===== src/design/bdp_pkg.sv =====
package bdp_pkg;

  // ----------------------------------------
  // widths and id bus layout
  // ----------------------------------------
  localparam int ID_W = 8;              // width of the completion id bus
  localparam int DBG_W = 7;             // width of the coherency debug id
  localparam int CNT_W = 3;             // width of the pending data count
  localparam int CNT_LSB = 5;           // count sits on id bits 7:5
  localparam int DBG_A_BIT = 7;         // first-phase bit carrying debug bit 6
  localparam int DBG_HI_LSB = 3;        // debug bits 5:3 go to second-phase 7:5
  localparam int SNP_HIT_BIT = 3;       // second-phase bit: shared hit seen
  localparam int SNP_SNOOP_MODIFIED_HIT_BIT = 4;      // second-phase bit: modified hit seen
  localparam int SYNC_W = 2;            // pins passing the synchroniser

  // ----------------------------------------
  // reset values
  // ----------------------------------------
  localparam logic [ID_W-1:0] ID_RST = 8'h00;
  localparam logic [CNT_W-1:0] CNT_RST = 3'h0;

  // ----------------------------------------
  // types
  // ----------------------------------------
  // where the data of a deferred transaction comes from
  typedef enum logic [1:0] {
    SRC_NONE,
    SRC_MEMORY,
    SRC_REMOTE
  } bdp_src_e;

  // one deferred transaction waiting for its completion
  typedef struct packed {
    logic [ID_W-1:0] txn_id;            // id captured in the request phase
    bdp_src_e src;                      // data source
    logic has_data;                     // data will be returned
    logic data_line_read;               // plain line read
    logic ownership_line_read;          // line read for ownership
    logic shared_hit;                   // shared hit in the original snoop
    logic remote_snooped;               // line snooped on the other bus
    logic remote_snoop_modified_hit;                  // modified hit seen on the other bus
    logic buried_snoop_modified_hit;                  // buried modified hit
    logic inval_conflict;               // ownership-invalidate conflict
    logic [DBG_W-1:0] coherency_debug_id;
  } bdp_req_s;

endpackage


===== src/design/bdp_sync.sv =====
// ----------------------------------------
// two-stage synchroniser, one per pin
// ----------------------------------------
module bdp_sync (
  input wire logic mclk,
  input wire logic sys_rst,
  input wire logic [bdp_pkg::SYNC_W-1:0] pin_in,
  output logic [bdp_pkg::SYNC_W-1:0] pin_sync
);

  genvar gi;
  generate
    for (gi = 0; gi < bdp_pkg::SYNC_W; gi++)
    begin : g_bit
      logic meta_ff;                    // first stage, read only by second
      logic sync_ff;                    // second stage, safe to use
      // both stages only register
      always_ff @(posedge mclk)
      begin
        if (sys_rst)
        begin
          meta_ff <= 1'b0;
          sync_ff <= 1'b0;
        end
        else
        begin
          meta_ff <= pin_in[gi];
          sync_ff <= meta_ff;
        end
      end
      assign pin_sync[gi] = sync_ff;
    end
  endgenerate

endmodule


===== src/design/bdp_defer_phase.sv =====
// Overview of operation
// - strobe marks completion; id bus valid
// - strobe hands snoop ownership back
// - no-data transaction completes at strobe
// - data strobe with or after completion
// - completion strobe at most every two clocks
// - phase one id, phase two snoop results
// - shared hit on plain line reads if shared
// - count enable drives pending count bits
// - debug enable maps debug id bits
// - never modified hit for ownership reads
// - strobe order fixes data order
// - after reset both strobes coincide
// - early mode lets completion precede data
// - remote modified data waits remote ready
// - memory data completes once header arrives
// - buried hit or conflict gives retry
module bdp_defer_phase (
  input wire logic mclk,
  input wire logic sys_rst,
  input wire bdp_pkg::bdp_req_s req,
  input wire logic req_valid,
  output logic req_ready,
  input wire logic early_defer_enable,
  input wire logic count_drive_enable,
  input wire logic debug_drive_enable,
  input wire logic mem_header,
  input wire logic data_ready,
  input wire logic remote_target_ready_pin,
  input wire logic deferral_mark_pin,
  output logic defer_completion_strobe,
  output logic [bdp_pkg::ID_W-1:0] defer_id_bus,
  output logic defer_id_second,
  output logic data_return_strobe,
  output logic defer_shared_hit,
  output logic defer_modified_hit,
  output logic retry_reply,
  output logic snoop_hold
);

  // ----------------------------------------
  // pin synchronisers
  // ----------------------------------------
  logic [bdp_pkg::SYNC_W-1:0] pins_sync; // {deferral mark, remote ready}
  bdp_sync u_sync (
    .mclk(mclk),
    .sys_rst(sys_rst),
    .pin_in({deferral_mark_pin, remote_target_ready_pin}),
    .pin_sync(pins_sync)
  );
  // ----------------------------------------
  // state
  // ----------------------------------------
  typedef enum logic [2:0] {
    ST_IDLE,
    ST_GATE,
    ST_PHASE_A,
    ST_PHASE_B,
    ST_DATA_WAIT
  } bdp_state_e;
  bdp_state_e state_ff, nxt_state;
  bdp_pkg::bdp_req_s cur_ff, nxt_cur;   // transaction being completed
  logic early_ff, nxt_early;            // mode latched per transaction
  logic hdr_ff, nxt_hdr;                // memory read header seen
  logic target_ready_ff, nxt_target_ready;              // remote target ready seen
  logic [bdp_pkg::CNT_W-1:0] cnt_ff, nxt_cnt; // marks minus data strobes
  logic ready_ff, nxt_ready;
  logic ids_ff, nxt_ids;
  logic [bdp_pkg::ID_W-1:0] id_ff, nxt_id;
  logic sec_ff, nxt_sec;
  logic ood_ff, nxt_ood;
  logic defer_shared_hit_ff, nxt_defer_shared_hit;
  logic defer_modified_hit_ff, nxt_defer_modified_hit;
  logic retry_ff, nxt_retry;
  logic hold_ff, nxt_hold;
  logic take;                           // request accepted this cycle
  logic gate_ok;                        // data source has cleared
  logic is_retry;                       // completion carries retry
  logic want_data;                      // data follows this completion
  logic [bdp_pkg::ID_W-1:0] id_a;       // first-phase id value
  logic [bdp_pkg::ID_W-1:0] id_b;       // second-phase id value
  assign take = req_valid && ready_ff;
  assign is_retry = cur_ff.buried_snoop_modified_hit || cur_ff.inval_conflict;
  assign want_data = cur_ff.has_data && !is_retry;
  // ----------------------------------------
  // id phase contents
  // ----------------------------------------
  // debug mapping wins over count, so the two never mix on the pins
  always_comb
  begin
    id_a = cur_ff.txn_id;
    id_b = '0;
    id_b[bdp_pkg::SNP_HIT_BIT] = cur_ff.shared_hit || cur_ff.remote_snooped;
    id_b[bdp_pkg::SNP_SNOOP_MODIFIED_HIT_BIT] = cur_ff.remote_snoop_modified_hit && !cur_ff.ownership_line_read;
    if (debug_drive_enable)
    begin
      id_a[bdp_pkg::DBG_A_BIT] = cur_ff.coherency_debug_id[6];
      id_b[7:5] = cur_ff.coherency_debug_id[5:3];
      id_b[2:0] = cur_ff.coherency_debug_id[2:0];
    end
    else if (count_drive_enable)
    begin
      // cnt_ff is the value in the strobe cycle, before that cycle's data strobe counts
      id_b[7:5] = cnt_ff;
    end
  end
  // ----------------------------------------
  // gating by data source
  // ----------------------------------------
  always_comb
  begin
    case (cur_ff.src)
      bdp_pkg::SRC_MEMORY: gate_ok = hdr_ff;
      bdp_pkg::SRC_REMOTE: gate_ok = target_ready_ff;
      default: gate_ok = 1'b1;
    endcase
  end
  // ----------------------------------------
  // next-state logic
  // ----------------------------------------
  always_comb
  begin
    nxt_state = state_ff;
    nxt_cur = cur_ff;
    nxt_early = early_ff;
    nxt_ready = ready_ff;
    nxt_ids = 1'b0;
    nxt_id = bdp_pkg::ID_RST;
    nxt_sec = 1'b0;
    nxt_ood = 1'b0;
    nxt_defer_shared_hit = 1'b0;
    nxt_defer_modified_hit = 1'b0;
    nxt_retry = 1'b0;
    nxt_hold = hold_ff;
    // sticky gates: a fresh event wins over the clear on a new take
    nxt_hdr = (hdr_ff && !take) || mem_header;
    nxt_target_ready = (target_ready_ff && !take) || pins_sync[0];
    // data strobes issued lower the pending count
    nxt_cnt = cnt_ff + {{(bdp_pkg::CNT_W-1){1'b0}}, pins_sync[1]}
      - {{(bdp_pkg::CNT_W-1){1'b0}}, ood_ff};
    case (state_ff)
      ST_IDLE:
      begin
        nxt_ready = !take;
        if (take)
        begin
          nxt_cur = req;
          nxt_early = early_defer_enable;
          nxt_hold = 1'b1;
          nxt_state = ST_GATE;
        end
      end
      ST_GATE:
      begin
        // coincident mode also waits until data can go with the strobe
        if ((is_retry || gate_ok) && (early_ff || !want_data || data_ready))
        begin
          nxt_ids = 1'b1;
          nxt_id = id_a;
          nxt_ood = want_data && !early_ff;
          nxt_defer_shared_hit = cur_ff.data_line_read && (cur_ff.shared_hit || cur_ff.remote_snooped);
          nxt_defer_modified_hit = cur_ff.remote_snoop_modified_hit && !cur_ff.ownership_line_read;
          nxt_retry = is_retry;
          nxt_hold = 1'b0;
          nxt_state = ST_PHASE_A;
        end
      end
      ST_PHASE_A:
      begin
        // strobe drops here, so it cannot come back for two clocks
        nxt_id = id_b;
        nxt_sec = 1'b1;
        nxt_state = ST_PHASE_B;
      end
      ST_PHASE_B:
      begin
        if (early_ff && want_data)
        begin
          nxt_state = ST_DATA_WAIT;
        end
        else
        begin
          // no data or data already gone: transaction is finished
          nxt_ready = 1'b1;
          nxt_state = ST_IDLE;
        end
      end
      ST_DATA_WAIT:
      begin
        // one engine keeps data in completion order
        if (data_ready)
        begin
          nxt_ood = 1'b1;
          nxt_ready = 1'b1;
          nxt_state = ST_IDLE;
        end
      end
      default:
      begin
        nxt_ready = 1'b1;
        nxt_state = ST_IDLE;
      end
    endcase
  end

  // ----------------------------------------
  // registers
  // ----------------------------------------
  always_ff @(posedge mclk)
  begin
    if (sys_rst)
    begin
      state_ff <= ST_IDLE;
      cur_ff <= '0;
      early_ff <= 1'b0;
      hdr_ff <= 1'b0;
      target_ready_ff <= 1'b0;
      cnt_ff <= bdp_pkg::CNT_RST;
      ready_ff <= 1'b0;
      ids_ff <= 1'b0;
      id_ff <= bdp_pkg::ID_RST;
      sec_ff <= 1'b0;
      ood_ff <= 1'b0;
      defer_shared_hit_ff <= 1'b0;
      defer_modified_hit_ff <= 1'b0;
      retry_ff <= 1'b0;
      hold_ff <= 1'b0;
    end
    else
    begin
      state_ff <= nxt_state;
      cur_ff <= nxt_cur;
      early_ff <= nxt_early;
      hdr_ff <= nxt_hdr;
      target_ready_ff <= nxt_target_ready;
      cnt_ff <= nxt_cnt;
      ready_ff <= nxt_ready;
      ids_ff <= nxt_ids;
      id_ff <= nxt_id;
      sec_ff <= nxt_sec;
      ood_ff <= nxt_ood;
      defer_shared_hit_ff <= nxt_defer_shared_hit;
      defer_modified_hit_ff <= nxt_defer_modified_hit;
      retry_ff <= nxt_retry;
      hold_ff <= nxt_hold;
    end
  end
  assign req_ready = ready_ff;
  assign defer_completion_strobe = ids_ff;
  assign defer_id_bus = id_ff;
  assign defer_id_second = sec_ff;
  assign data_return_strobe = ood_ff;
  assign defer_shared_hit = defer_shared_hit_ff;
  assign defer_modified_hit = defer_modified_hit_ff;
  assign retry_reply = retry_ff;
  assign snoop_hold = hold_ff;
endmodule


===== config.mk =====
export PLATFORM = sky130hd
export DESIGN_NAME = bdp_defer_phase
export DESIGN_NICKNAME = d
export VERILOG_FILES = /design/src/design/bdp_pkg.sv /design/src/design/bdp_sync.sv /design/src/design/bdp_defer_phase.sv
export SDC_FILE = /design/constraint.sdc
export NUM_CORES = 1
export LEC_CHECK = 0
export ABC_AREA = 1
export BUFFER_PORTS_ARGS = -buffer_cell sky130_fd_sc_hd__buf_4
export CAP_MARGIN = 20
export CORE_MARGIN = 8
export CORE_UTILIZATION = 35
export CTS_BUF_LIST = sky130_fd_sc_hd__clkbuf_2
export CTS_CLUSTER_DIAMETER = 50
export CTS_CLUSTER_SIZE = 16
export DETAILED_ROUTE_END_ITERATION = 12
export GPL_TIMING_DRIVEN = 0
export MAX_ROUTING_LAYER = met4
export SLEW_MARGIN = 15
export SYNTH_ARGS = -nofsm -noshare
export SYNTH_HDL_FRONTEND = slang
export SYNTH_SLANG_ARGS = --single-unit

===== constraint.sdc =====
create_clock -name mclk -period 1.9 [get_ports mclk]
set_input_delay 0.57 -clock mclk [delete_from_list [all_inputs] [get_ports mclk]]
set_output_delay 0.57 -clock mclk [all_outputs]
set_load 0.01 [all_outputs]

==> flow_metrics.env <==
export IMPL_crit_chain="inv_1 -> ha_1 -> inv_1 -> ha_1 -> inv_1 -> fa_1 -> xnor2_2 -> o21ai_0 -> a21oi_1"
export IMPL_ios=51
export IMPL_routed_wl_met2_microns=2590
export IMPL_layout_commonest_cell="nand2_1"
export IMPL_syn_inst=265
export IMPL_detail_route_wirelength_met1_microns=2380
export IMPL_critPathTopFamily="adder cells"
export IMPL_drive_gt1_share_pct=22.4
export IMPL_cts_num_sinks=54
export IMPL_maxCapViolations=0
export IMPL_hold_buffers=0
export IMPL_syn_area_per_cell_sq_um=8.00
export IMPL_path_class="reg -> reg"
export IMPL_synth_cell_area_sq_mm=0.00212
export IMPL_relSlewSlack_pct=66.2
export IMPL_final_cell_mix="nand2_1 (56), dfxtp_1 (54), buf_4 (52)"
export IMPL_htreeDepth=2
export IMPL_synth_seq_cells=54
export IMPL_syn_nets=305
export IMPL_crit_fanout=2
export IMPL_nNetsFinal=361
export IMPL_p_per_area_mw_per_mm2=1120
export IMPL_coreArea_sq_mm=0.00589
export IMPL_yosysWarnings=0
export IMPL_top_layer="met4"
export IMPL_post_route_min_period_ps=1730
export IMPL_post_cts_buffers=0
export IMPL_io_buffers=49
export IMPL_status="finished clean"
export IMPL_synth_area_top_cells="dfxtp_1 (51%), nand2_1 (9.9%), a21oi_1 (9.2%)"
export IMPL_place_gp_congestion=0.782
export IMPL_grt_usage_pct=13.0
export IMPL_crit_buf_inv=3
export IMPL_timing_final_ws_setup_ps=165
export IMPL_start_util_pct=36.0
export IMPL_clk_latency_ps=450
export IMPL_fin_skew_ps=25.0
export IMPL_yosysTopAreaCell="dfxtp_1"
export IMPL_end_kind="flop"
export IMPL_worstHoldPathType="in -> reg"
export IMPL_route_vias_total=1860
export IMPL_ys_types=21
export IMPL_grt_overflow_total=0
export IMPL_drt_first_pass_iters=5
export IMPL_worstMarginPinSlew_ps=506
export IMPL_holdWs_ps=310
export IMPL_drt_drc_violations_left=0
export IMPL_cp_common_cell="inv_1"
export IMPL_grt_max_degree=18
export IMPL_rows=28
export IMPL_finalCritPeriodShare_pct=91.3
export IMPL_die_y_microns=93.8
export IMPL_seq_area_frac_synth_pct=51.0
export IMPL_regToRegSetupSlack_ps=170
export IMPL_fin_area_sq_mm=0.00266
export IMPL_cp_required_ps=2270
export IMPL_cts_tree="done"
export IMPL_finalSetupTns_ps=0
export IMPL_fmax_mhz=576
export IMPL_die_x_microns=93.8
export IMPL_critPathLaunchType="flop"
export IMPL_wire_per_inst_microns=13.5
export IMPL_cts_buffer_depth=2
export IMPL_grt_pass1_wl_microns=8810
export IMPL_clk_pin_slew_worst_paths_ps=270
export IMPL_grt_pass1_vias=1875
export IMPL_rsz0062_at_grt="no"
export IMPL_final_setup_viol_count=0
export IMPL_slew_violations=0
export IMPL_cts_made_buffers=5
export IMPL_p_leak_uw=0.00116
export IMPL_arrival_ps=2110
export IMPL_area_growth_pct=25.4
export IMPL_n_antenna_cell=0
export IMPL_final_antenna_net_count=0
export IMPL_place_ws_ps=228
export IMPL_die_area_sq_mm=0.00881
export IMPL_routed_wl_met3_microns=339
export IMPL_slowest_delay_ps=400
export IMPL_hold_viol_final=0
export IMPL_wl_microns=5380
export IMPL_drt_iter0_markers=160
export IMPL_peakVddDrop_uv=354
export IMPL_dpl_cell_area_sq_mm=0.00258
export IMPL_root_buffer="clkbuf_2"
export IMPL_synth_top_area_share_pct=51.0
export IMPL_routed_via_density=4.69
export IMPL_dp_hpwl_microns=3960
export IMPL_cp_slowest_cell="fa_1"
export IMPL_antenna_found_initial=0
[routing by layer]
layer / global-route usage [%] / vias to the layer above
li1: - / 961
met1: 15.6 / 841
met2: 20.5 / 53
met3: 3.36 / 5
met4: 4.36 / 0
met5: - / -
[worst register-to-register path, delay by kind of cell, from the launching register on]
kind | cells | cell delay (ps)
fa+ha+maj | 3 | 790
compound gates | 2 | 210
flops | 1 | 370
xor+xnor | 1 | 160
buf+inv | 3 | 150
[worst paths after layout]
kind | from | cells after the start | end
setup reg to reg | u_sync.g_bit[1].sync_ff | 9 | cnt_ff[2]
setup / recovery | u_sync.g_bit[1].sync_ff | 9 | cnt_ff[2]
hold reg to reg | u_sync.g_bit[0].meta_ff | 2 | u_sync.g_bit[0].sync_ff
hold / removal | remote_target_ready_pin | 3 | u_sync.g_bit[0].meta_ff
[state kept, by name (all words and copies together), names as in the netlist]
signal,flops
cur_ff,25
defer_id_bus,8
cnt_ff,3
state_ff,3
u_sync.g_bit.meta_ff,2
u_sync.g_bit.sync_ff,2
data_return_strobe,1
defer_completion_strobe,1
defer_id_second,1
defer_modified_hit,1
defer_shared_hit,1
early_ff,1
hdr_ff,1
req_ready,1
retry_reply,1
snoop_hold,1
target_ready_ff,1
[synthesized netlist by cell type]
master and instances:
clkbuf_1 3, nor2_1 16, nor2_4 1, nand3b_1 1, nand4_4 1, buf_2 3
fa_1 1, dfxtp_1 54, o211ai_1 1, nand3_1 9, inv_1 33, a21oi_1 39
nand2_1 56, ha_1 4, nor3_1 2, xnor2_1 1, nand4_1 10, buf_4 3
buf_6 4, inv_2 2, o21ai_0 21
[kinds of logic (layout without fill, tap and decap cells)]
family                   Yosys count  in the layout  synth area share [%]
flip-flops                        54             54                  51.0
AO/OA/AOI/OAI                     61             61                  14.5
AND/OR/NAND/NOR                   96             96                  20.2
XOR/XNOR                           1              1                 0.413
buffers and inverters             48            105                  10.6
adder cells (fa/ha/maj)            5              5                  3.30
[layout make-up]
cell class                 count  area, sq um
multi-input combinational    163          822
clock inverter                 3         43.8
timing repair buffer          49          368
sequential                    54         1080
clock buffer                   5         25.0
inverter                      35          131
buffer                        13         93.8
fill                         624         3230
tap                           75         93.8
[per-stage QoR]
stage / cells / util [%] / power, uW
after floorplan: 265 / - / 2090
after global placement: 389 / 43.9 / 2390
after detailed placement: 389 / 43.9 / 2400
after CTS: 397 / 45.0 / 3000
after global routing: 397 / 45.2 / 3200
final: 397 / 45.2 / 2980
[timing repair]
item | CTS | global route
endpoints found under the setup margin | 0 | 1
gates resized for setup | 0 | 1
hold endpoints to repair | 0 | 0
[report_power, final]
part	internal [uW]	total (uW)	switching [uW]
registers	1320	1420	104
clock network	226	599	373
logic	383	961	579
total	1920	2980	1060
Power figures use the tool's default switching activity.
